<file path="config.mk">
export PLATFORM = sky130hd
export DESIGN_NAME = iop_programmable_io_port
export DESIGN_NICKNAME = d
export VERILOG_FILES = /design/src/design/iop_pkg.sv /design/src/design/iop_programmable_io_port.sv
export SDC_FILE = /design/constraint.sdc
export NUM_CORES = 1
export LEC_CHECK = 0
export BUFFER_PORTS_ARGS = -buffer_cell sky130_fd_sc_hd__buf_2
export CAP_MARGIN = 10
export CORE_ASPECT_RATIO = 1.25
export CORE_MARGIN = 2
export CORE_UTILIZATION = 38
export DETAILED_ROUTE_END_ITERATION = 10
export PLACE_DENSITY = 0.64
export SLEW_MARGIN = 20
export SYNTH_ARGS = -nofsm -noshare
export SYNTH_HDL_FRONTEND = slang
export SYNTH_SLANG_ARGS = --single-unit
</file>
<file path="constraint.sdc">
create_clock -name core_clk -period 1.65 [get_ports core_clk]
set_input_delay 0.2475 -clock core_clk [delete_from_list [all_inputs] [get_ports core_clk]]
set_output_delay 0.2475 -clock core_clk [all_outputs]
set_load 0.02 [all_outputs]
</file>
<file path="src/design/iop_pkg.sv">
// package for the programmable pin port: register indexes, reset values, field layouts
// assumes a 32-bit AXI4-Lite register bus and 32 programmable pins
package iop_pkg;

  localparam int unsigned IOP_PINS = 32;
  localparam int unsigned IOP_HALF = 16;
  localparam int unsigned IOP_ADDR_W = 12;

  // register indexes as printed; byte address is four times the index
  localparam logic [6:0] IOP_IDX_MODE_LOW = 7'h70;
  localparam logic [6:0] IOP_IDX_DIR_LOW = 7'h72;
  localparam logic [6:0] IOP_IDX_VALUE_LOW = 7'h74;
  localparam logic [6:0] IOP_IDX_MODE_HIGH = 7'h76;
  localparam logic [6:0] IOP_IDX_DIR_HIGH = 7'h78;
  localparam logic [6:0] IOP_IDX_VALUE_HIGH = 7'h7a;
  localparam int unsigned IOP_IDX_LSB = 2;

  // values after reset
  localparam logic [15:0] IOP_RST_MODE_LOW = 16'h0000;
  localparam logic [15:0] IOP_RST_MODE_HIGH = 16'h0000;
  localparam logic [15:0] IOP_RST_DIR_LOW = 16'hfc0f;
  localparam logic [15:0] IOP_RST_DIR_HIGH = 16'hffff;
  localparam logic [15:0] IOP_RST_VALUE = 16'h0000;

  // pins whose pull resistor pulls down; all others pull up
  localparam logic [31:0] IOP_PULL_DOWN_MASK = 32'h00c00442;
  // pins that fall back to normal function when the strap is low at reset
  localparam logic [31:0] IOP_STRAP_FORCE_MASK = 32'h24000000;

  localparam logic [1:0] IOP_RESP_OKAY = 2'h0;
  localparam logic [1:0] IOP_RESP_SLVERR = 2'h2;

  typedef enum logic [1:0] {
    IOP_FN_NORMAL = 2'b00,
    IOP_FN_IN_PULL = 2'b01,
    IOP_FN_OUTPUT = 2'b10,
    IOP_FN_IN_PLAIN = 2'b11
  } iop_fn_t;

  // per-pin configuration bits, bit n belongs to pin n
  typedef struct packed {
    logic [31:0] mode;
    logic [31:0] dir;
    logic [31:0] value;
  } iop_cfg_t;

  // what the pad ring receives for every pin
  typedef struct packed {
    logic [31:0] drive;
    logic [31:0] drive_en;
    logic [31:0] pull_en;
    logic [31:0] normal_fn;
  } iop_pad_t;

endpackage

</file>
<file path="src/design/iop_programmable_io_port.sv">
// programmable pin port: mode, direction and value bits for 32 pins behind AXI4-Lite
// assumes pad ring combines drive/enable/pull outputs; pin inputs asynchronous to core_clk
`timescale 1ns/100ps
`default_nettype none

// Overview of operation
// - output pins drive their value bit
// - input pins capture level into value bit
// - mode 0: normal, or pulled input
// - mode 1: driven output, or unpulled input
// - direction 1 is input; 0 is output in mode 1, normal in mode 0
// - low registers pins 0-15, high 16-31
// - mode bit n controls pin n
// - low direction resets to fc0f
// - high direction resets to all ones
// - low mode resets to zero
// - value registers reset to zero
// - pins 4,5,7-9 pull up, 6 down
// - low strap at reset forces pins 26,29 normal
// - high mode resets to zero
module iop_programmable_io_port
  import iop_pkg::*;
(
  input wire logic core_clk,
  input wire logic rst_n,
  input wire logic [IOP_ADDR_W-1:0] s_axi_awaddr,
  input wire logic s_axi_awvalid,
  output logic s_axi_awready,
  input wire logic [31:0] s_axi_wdata,
  input wire logic [3:0] s_axi_wstrb,
  input wire logic s_axi_wvalid,
  output logic s_axi_wready,
  output logic [1:0] s_axi_bresp,
  output logic s_axi_bvalid,
  input wire logic s_axi_bready,
  input wire logic [IOP_ADDR_W-1:0] s_axi_araddr,
  input wire logic s_axi_arvalid,
  output logic s_axi_arready,
  output logic [31:0] s_axi_rdata,
  output logic [1:0] s_axi_rresp,
  output logic s_axi_rvalid,
  input wire logic s_axi_rready,
  input wire logic [31:0] programmable_pin_in,
  input wire logic refresh_address_enable_strap,
  output logic [31:0] programmable_pin_out,
  output logic [31:0] programmable_pin_oe,
  output logic [31:0] programmable_pin_pull_en,
  output logic [31:0] programmable_pin_pull_down,
  output logic [31:0] programmable_pin_normal_fn
);

  iop_cfg_t cfg;
  iop_pad_t next_pad;
  logic [31:0] pin_meta;
  logic [31:0] pin_sync;
  logic strap_armed;
  logic strap_force;
  logic [31:0] force_mask;

  logic aw_held;
  logic w_held;
  logic [6:0] aw_idx;
  logic [31:0] w_data;
  logic [3:0] w_strb;
  logic wr_go;
  logic wr_hit;
  logic [6:0] rd_idx;
  logic rd_hit;
  logic [15:0] rd_val;
  logic [31:0] value_wr_mask;
  logic [31:0] value_wr_bits;

  ////////////////////////////////////////////////////////////////////////////////
  // register decode helpers

  function automatic logic iop_mapped(input logic [6:0] idx);
    case (idx)
      IOP_IDX_MODE_LOW, IOP_IDX_DIR_LOW, IOP_IDX_VALUE_LOW,
      IOP_IDX_MODE_HIGH, IOP_IDX_DIR_HIGH, IOP_IDX_VALUE_HIGH: iop_mapped = 1'b1;
      default: iop_mapped = 1'b0;
    endcase
  endfunction

  // byte-lane merge of a 16-bit register
  function automatic logic [15:0] iop_merge(input logic [15:0] old, input logic [31:0] data,
                                            input logic [3:0] strb);
    iop_merge = old;
    if (strb[0]) begin
      iop_merge[7:0] = data[7:0];
    end
    if (strb[1]) begin
      iop_merge[15:8] = data[15:8];
    end
  endfunction

  // a write is granted once both halves are held and the last response has gone
  assign wr_go = aw_held && w_held && !s_axi_bvalid;
  assign wr_hit = iop_mapped(aw_idx);
  assign rd_idx = s_axi_araddr[IOP_IDX_LSB +: 7];
  assign rd_hit = iop_mapped(rd_idx);

  ////////////////////////////////////////////////////////////////////////////////
  // write channel: address and data taken in either order, response after both

  always_ff @(posedge core_clk) begin
    if (!rst_n) begin
      aw_held <= 1'b0;
      aw_idx <= 7'h00;
      s_axi_awready <= 1'b0;
    end else if (s_axi_awvalid && s_axi_awready) begin
      aw_held <= 1'b1;
      aw_idx <= s_axi_awaddr[IOP_IDX_LSB +: 7];
      s_axi_awready <= 1'b0;
    end else if (s_axi_bvalid && s_axi_bready) begin
      aw_held <= 1'b0;
      s_axi_awready <= 1'b1;
    end else if (!aw_held) begin
      s_axi_awready <= 1'b1;
    end
  end

  always_ff @(posedge core_clk) begin
    if (!rst_n) begin
      w_held <= 1'b0;
      w_data <= 32'h00000000;
      w_strb <= 4'h0;
      s_axi_wready <= 1'b0;
    end else if (s_axi_wvalid && s_axi_wready) begin
      w_held <= 1'b1;
      w_data <= s_axi_wdata;
      w_strb <= s_axi_wstrb;
      s_axi_wready <= 1'b0;
    end else if (s_axi_bvalid && s_axi_bready) begin
      w_held <= 1'b0;
      s_axi_wready <= 1'b1;
    end else if (!w_held) begin
      s_axi_wready <= 1'b1;
    end
  end

  always_ff @(posedge core_clk) begin
    if (!rst_n) begin
      s_axi_bvalid <= 1'b0;
      s_axi_bresp <= IOP_RESP_OKAY;
    end else if (wr_go) begin
      s_axi_bvalid <= 1'b1;
      s_axi_bresp <= wr_hit ? IOP_RESP_OKAY : IOP_RESP_SLVERR;
    end else if (s_axi_bready) begin
      s_axi_bvalid <= 1'b0;
    end
  end

  ////////////////////////////////////////////////////////////////////////////////
  // read channel: data one cycle after the address is taken

  always_comb begin
    rd_val = 16'h0000;
    case (rd_idx)
      IOP_IDX_MODE_LOW: rd_val = cfg.mode[IOP_HALF-1:0];
      IOP_IDX_DIR_LOW: rd_val = cfg.dir[IOP_HALF-1:0];
      IOP_IDX_VALUE_LOW: rd_val = cfg.value[IOP_HALF-1:0];
      IOP_IDX_MODE_HIGH: rd_val = cfg.mode[IOP_PINS-1:IOP_HALF];
      IOP_IDX_DIR_HIGH: rd_val = cfg.dir[IOP_PINS-1:IOP_HALF];
      IOP_IDX_VALUE_HIGH: rd_val = cfg.value[IOP_PINS-1:IOP_HALF];
      default: rd_val = 16'h0000;
    endcase
  end

  // unmapped reads answer with zero data and an error response
  always_ff @(posedge core_clk) begin
    if (!rst_n) begin
      s_axi_arready <= 1'b0;
      s_axi_rvalid <= 1'b0;
      s_axi_rdata <= 32'h00000000;
      s_axi_rresp <= IOP_RESP_OKAY;
    end else if (s_axi_arvalid && s_axi_arready) begin
      s_axi_arready <= 1'b0;
      s_axi_rvalid <= 1'b1;
      s_axi_rdata <= {16'h0000, rd_val};
      s_axi_rresp <= rd_hit ? IOP_RESP_OKAY : IOP_RESP_SLVERR;
    end else if (s_axi_rvalid && s_axi_rready) begin
      s_axi_rvalid <= 1'b0;
      s_axi_arready <= 1'b1;
    end else if (!s_axi_rvalid) begin
      s_axi_arready <= 1'b1;
    end
  end

  ////////////////////////////////////////////////////////////////////////////////
  // mode and direction registers

  always_ff @(posedge core_clk) begin
    if (!rst_n) begin
      cfg.mode <= {IOP_RST_MODE_HIGH, IOP_RST_MODE_LOW};
      cfg.dir <= {IOP_RST_DIR_HIGH, IOP_RST_DIR_LOW};
    end else if (wr_go) begin
      case (aw_idx)
        IOP_IDX_MODE_LOW: cfg.mode[IOP_HALF-1:0] <=
            iop_merge(cfg.mode[IOP_HALF-1:0], w_data, w_strb);
        IOP_IDX_MODE_HIGH: cfg.mode[IOP_PINS-1:IOP_HALF] <=
            iop_merge(cfg.mode[IOP_PINS-1:IOP_HALF], w_data, w_strb);
        IOP_IDX_DIR_LOW: cfg.dir[IOP_HALF-1:0] <=
            iop_merge(cfg.dir[IOP_HALF-1:0], w_data, w_strb);
        IOP_IDX_DIR_HIGH: cfg.dir[IOP_PINS-1:IOP_HALF] <=
            iop_merge(cfg.dir[IOP_PINS-1:IOP_HALF], w_data, w_strb);
        default: begin
        end
      endcase
    end
  end

  ////////////////////////////////////////////////////////////////////////////////
  // pin input synchroniser

  always_ff @(posedge core_clk) begin
    if (!rst_n) begin
      pin_meta <= 32'h00000000;
      pin_sync <= 32'h00000000;
    end else begin
      pin_meta <= programmable_pin_in;
      pin_sync <= pin_meta;
    end
  end

  ////////////////////////////////////////////////////////////////////////////////
  // value write lanes: which bits a granted write replaces, and with what

  always_comb begin
    value_wr_mask = 32'h00000000;
    value_wr_bits = {w_data[IOP_HALF-1:0], w_data[IOP_HALF-1:0]};
    if (wr_go) begin
      case (aw_idx)
        IOP_IDX_VALUE_LOW: begin
          if (w_strb[0]) begin
            value_wr_mask[7:0] = 8'hff;
          end
          if (w_strb[1]) begin
            value_wr_mask[15:8] = 8'hff;
          end
        end
        IOP_IDX_VALUE_HIGH: begin
          if (w_strb[0]) begin
            value_wr_mask[23:16] = 8'hff;
          end
          if (w_strb[1]) begin
            value_wr_mask[31:24] = 8'hff;
          end
        end
        default: begin
          value_wr_mask = 32'h00000000;
        end
      endcase
    end
  end

  ////////////////////////////////////////////////////////////////////////////////
  // value register: software writes, input pins overwrite with sampled level

  always_ff @(posedge core_clk) begin
    if (!rst_n) begin
      cfg.value <= {IOP_RST_VALUE, IOP_RST_VALUE};
    end else begin
      for (int i = 0; i < IOP_PINS; i++) begin
        if (cfg.dir[i]) begin
          // the sampled level wins over a software write in the same cycle
          cfg.value[i] <= pin_sync[i];
        end else if (value_wr_mask[i]) begin
          cfg.value[i] <= value_wr_bits[i];
        end
      end
    end
  end

  ////////////////////////////////////////////////////////////////////////////////
  // strap captured on the first edge after reset release
  // looked at once only: later changes on the strap pin have no effect

  always_ff @(posedge core_clk) begin
    if (!rst_n) begin
      strap_armed <= 1'b1;
      strap_force <= 1'b0;
    end else if (strap_armed) begin
      strap_armed <= 1'b0;
      strap_force <= !refresh_address_enable_strap;
    end
  end

  // forced pins ignore their mode and direction bits until the next reset
  assign force_mask = strap_force ? IOP_STRAP_FORCE_MASK : 32'h00000000;

  ////////////////////////////////////////////////////////////////////////////////
  // per-pin function decode

  for (genvar n = 0; n < IOP_PINS; n++) begin : g_pin
    iop_fn_t fn;
    assign fn = force_mask[n] ? IOP_FN_NORMAL : iop_fn_t'({cfg.mode[n], cfg.dir[n]});
    always_comb begin
      next_pad.drive[n] = cfg.value[n];
      next_pad.drive_en[n] = 1'b0;
      next_pad.pull_en[n] = 1'b0;
      next_pad.normal_fn[n] = 1'b0;
      case (fn)
        IOP_FN_NORMAL: next_pad.normal_fn[n] = 1'b1;
        IOP_FN_IN_PULL: next_pad.pull_en[n] = 1'b1;
        IOP_FN_OUTPUT: next_pad.drive_en[n] = 1'b1;
        IOP_FN_IN_PLAIN: next_pad.pull_en[n] = 1'b0;
        default: next_pad.normal_fn[n] = 1'b1;
      endcase
    end
  end

  ////////////////////////////////////////////////////////////////////////////////
  // registered pad outputs
  // pads follow a register change one cycle later

  always_ff @(posedge core_clk) begin
    if (!rst_n) begin
      programmable_pin_out <= 32'h00000000;
      programmable_pin_oe <= 32'h00000000;
      programmable_pin_pull_en <= 32'h00000000;
      programmable_pin_pull_down <= IOP_PULL_DOWN_MASK;
      programmable_pin_normal_fn <= 32'h00000000;
    end else begin
      programmable_pin_out <= next_pad.drive;
      programmable_pin_oe <= next_pad.drive_en;
      programmable_pin_pull_en <= next_pad.pull_en;
      programmable_pin_pull_down <= IOP_PULL_DOWN_MASK;
      programmable_pin_normal_fn <= next_pad.normal_fn;
    end
  end

endmodule

`default_nettype wire

</file>
==> metrics.md <==
| Metric | Value |
|---|---|
| GR Overflow Total | 0 |
| Crit end category | flop |
| Die W | 162 um |
| First-pass DRT Iterations | 4 |
| # setup viols final | 0 |
| Clk Latency, worst-skew pair | 520 ps |
| Worst Path Max Fanout | 8 |
| Net Switching | 3.95 mW |
| Inserted Clock Buffers | 34 |
| Final non-filler cell total | 1855 |
| Aggregate global-route resource usage | 18.7% |
| Largest family of logic cells by synthesized area | simple AND/OR/NAND/NOR gates |
| Initial antenna violation count | 2 |
| Largest net degree at the start of global routing | 55 |
| Share of cells above drive strength 1 | 26.4% |
| TNS Setup | 0 ps |
| Yosys cell types | 37 |
| Comb pwr share | 6.0% |
| Seq cells post-synth | 340 |
| Crit-path max cell delay | 400 ps |
| CP startpoint kind | flop |
| Nets | 1523 |
| CTS sink cnt | 340 |
| Setup CP Type | reg2reg |
| Routed via count | 8820 |
| Synth Area in XOR/XNOR | 0% |
| CP required | 2060 ps |
| GPL Wtd Cong | 0.843 |
| Sequential power share | 47.8% |
| Period utilization | 96.8% |
| Initial core utilization | 38.6% |
| YS warnings | 0 |
| Clock Path Buffers | 3 |
| Clock slew seen by the registers of the worst setup and hold paths | 60 ps |
| Delay-heaviest family, CP | simple AND/OR/NAND/NOR gates |
| # Max-Cap Violations | 0 |
| Htree depth | 2 |
| Hold depth | 3 |
| Top post-synthesis cells by area | dfxtp_1 (57%), mux2i_1 (6.7%), and2_1 (5.1%), nor3_1 (3.4%), buf_4 (3.3%) |
| DR vias/cell | 4.75 |
| Vias in the first global route | 8547 |
| Sw frac | 22.0% |
| Synthesized cell area | 11900 um^2 |
| Adder-Cell Fraction of Synth Area | 0% |
| Placed cell count | 1736 |
| Internal | 14.0 mW |
| Iteration-0 DRC Markers | 426 |
| Worst Hold Class | in2reg |
| WP buf/inv | 1 |
| Fin. Hold Viols | 0 |
| Antenna viol nets, final | 0 |
| Vert. Die Dim | 202 um |
| Post-Synth Simple-Gate Area | 18.0% |
| Hold Crit Start | s_axi_awaddr[4] |
| Syn_area_per_cell | 10.5 um^2 |
| Post-synthesis mux area share | 9.73% |
| Max Fclk | 626 MHz |
| Min cycle time layout | 1600 ps |
| Peak supply drop | 903 uV |
| Slew Limit Fails | 0 |
| Final wirelength | 31.4 mm |
| Port Buffers | 222 |
| Highest-count cells in the layout ignoring fill and taps | dfxtp_1 (332), buf_2 (221), and2_1 (98) |
| Detailed-route DRC error count | 0 |
| DPL Wire Length | 22.5 mm |
| Crit path cell chain | nand4b_1 > nor4_4 > buf_12 > mux2i_2 > nor2_2 |
| Status | completed |
| Seq/Total Area, Yosys | 57.1% |
| Clk root buf | clkbuf_16 |
| Post-Synthesis Cells | 1136 |
| Area leader, netlist | dfxtp_1 |
| Setup slack, reg-to-reg | 50 ps |
| Clock Power Share | 46.2% |
| WL per Instance | 16.9 um |
| Hold Path End | aw_idx[2] |
| Final clock skew | 13.9 ps |
| R2r worst-path depth | 5 |
| R2r endpoint | cfg[71] |
| RR Startpoint | s_axi_bvalid |
| Core area | 30900 um^2 |
| Slowest CP cell | nor4_4 |
| Number of diodes | 0 |
| Complex-gate fraction of the synthesized area | 8.10% |
| I/O pin cnt | 301 |
| FP Rows | 72 |
| Die Area | 32800 um^2 |
| Post-synth top area share | 57.1% |
| Critical path arrival | 2000 ps |
| Area growth, synth to finish | 29.1% |
| CTS tree | yes |
| Most common cell after layout, fill and taps aside | dfxtp_1 |
| First-pass GRT wire length | 47.0 mm |
| Power Density | 1160 nW/um^2 |
| Total leakage power | 7.38 nW |
## stage by stage
step	cell area, um^2	util [%]	total power, mW	hold WS, ps	setup WS, ps
6_report	15400	49.8	17.9	28.4	53.0
2_1_floorplan	12100	-	9.43	348	17.5
3_5_place_dp	13500	43.8	9.74	419	-15.8
5_1_grt	15400	49.8	18.6	18.3	-26.0
4_1_cts	15300	49.5	18.1	2.77	23.8
3_3_place_gp	13500	43.8	9.73	414	26.2
## final cells by class
cell class,instances,area (um^2)
clock buffers,51,1070
clock inverters,10,161
fillers,2848,15500
inverters,49,186
multi-input cells,680,4510
flip-flops and latches,340,6820
well taps,407,509
repair buffers,318,2150
## power groups by stage
stage	sequential [mW]	clock, mW	combinational [mW]
floorplan	8.81	0	0.614
global placement	8.75	0	0.976
detailed placement	8.76	0	0.987
CTS	8.57	8.47	1.09
global route	8.60	8.81	1.17
finish	8.57	8.28	1.08
## what timing repair did
item | 4_1_cts | 5_1_grt
buffers inserted | 0 | 4
endpoints found under the setup margin | 0 | 33
hold buffers | 53 | 0
endpoints found under the hold margin | 53 | 0
gates resized for setup | 0 | 18
## synth_stat cells (all sizes together)
cell type,instances
buf,67
conb,2
nor4,4
a21oi,47
mux4,16
o21ai,33
nand4,6
or2,2
o211ai,16
inv,49
nor3b,2
nor2b,3
dfxtp,340
nand2b,4
nand4b,6
and2,98
nor3,81
mux2i,80
clkbuf,48
and3,30
nand3b,1
o211a,17
and4b,3
a211oi,18
nand2,75
or3b,1
o221ai,16
nor2,64
nand3,7
## worst max path at each step
stage                     from               to  slack [ps]  cells past startpoint
6_report          s_axi_bvalid          cfg[71]          50                      5
5_1_grt           s_axi_bvalid          cfg[69]         -30                      5
4_1_cts              aw_idx[5]           cfg[3]          20                      5
3_5_place_dp   s_axi_araddr[2]  s_axi_rdata[14]         -20                      5
3_3_place_gp   s_axi_araddr[2]  s_axi_rdata[14]          30                      5
2_1_floorplan     s_axi_bvalid          cfg[64]          20                      4
## worst reg2reg max path, stage by stage (launching register included)
cell,delay [ps]
dfxtp_4,350
nand4b_1,250
nor4_4,400
buf_12,210
mux2i_2,260
nor2_2,40
## registers in the layout (all words and copies together) (netlist names), 2 cells and up
register	count
w_data	16
pin_meta	32
programmable_pin_pull_en	32
programmable_pin_oe	32
w_strb	2
programmable_pin_out	32
cfg	96
s_axi_rdata	16
pin_sync	32
programmable_pin_normal_fn	32
aw_idx	7
## cell families after synthesis
family / Yosys count
and+or+nand+nor: 387
DFF: 340
buffers and inverters: 164
AOI/OAI and AO/OA: 147
muxes: 96
other: 2
## per-layer routing
metal  up-vias  global-route usage [%]  share of wire, %
met3        61                    3.61               5.6
met4         4                    7.65               3.4
met1      4117                    20.6                38
met2       275                    35.0                53
met5         -                       0             0.092
li1       4363                       -                 -
Power figures use the tool's default switching activity.
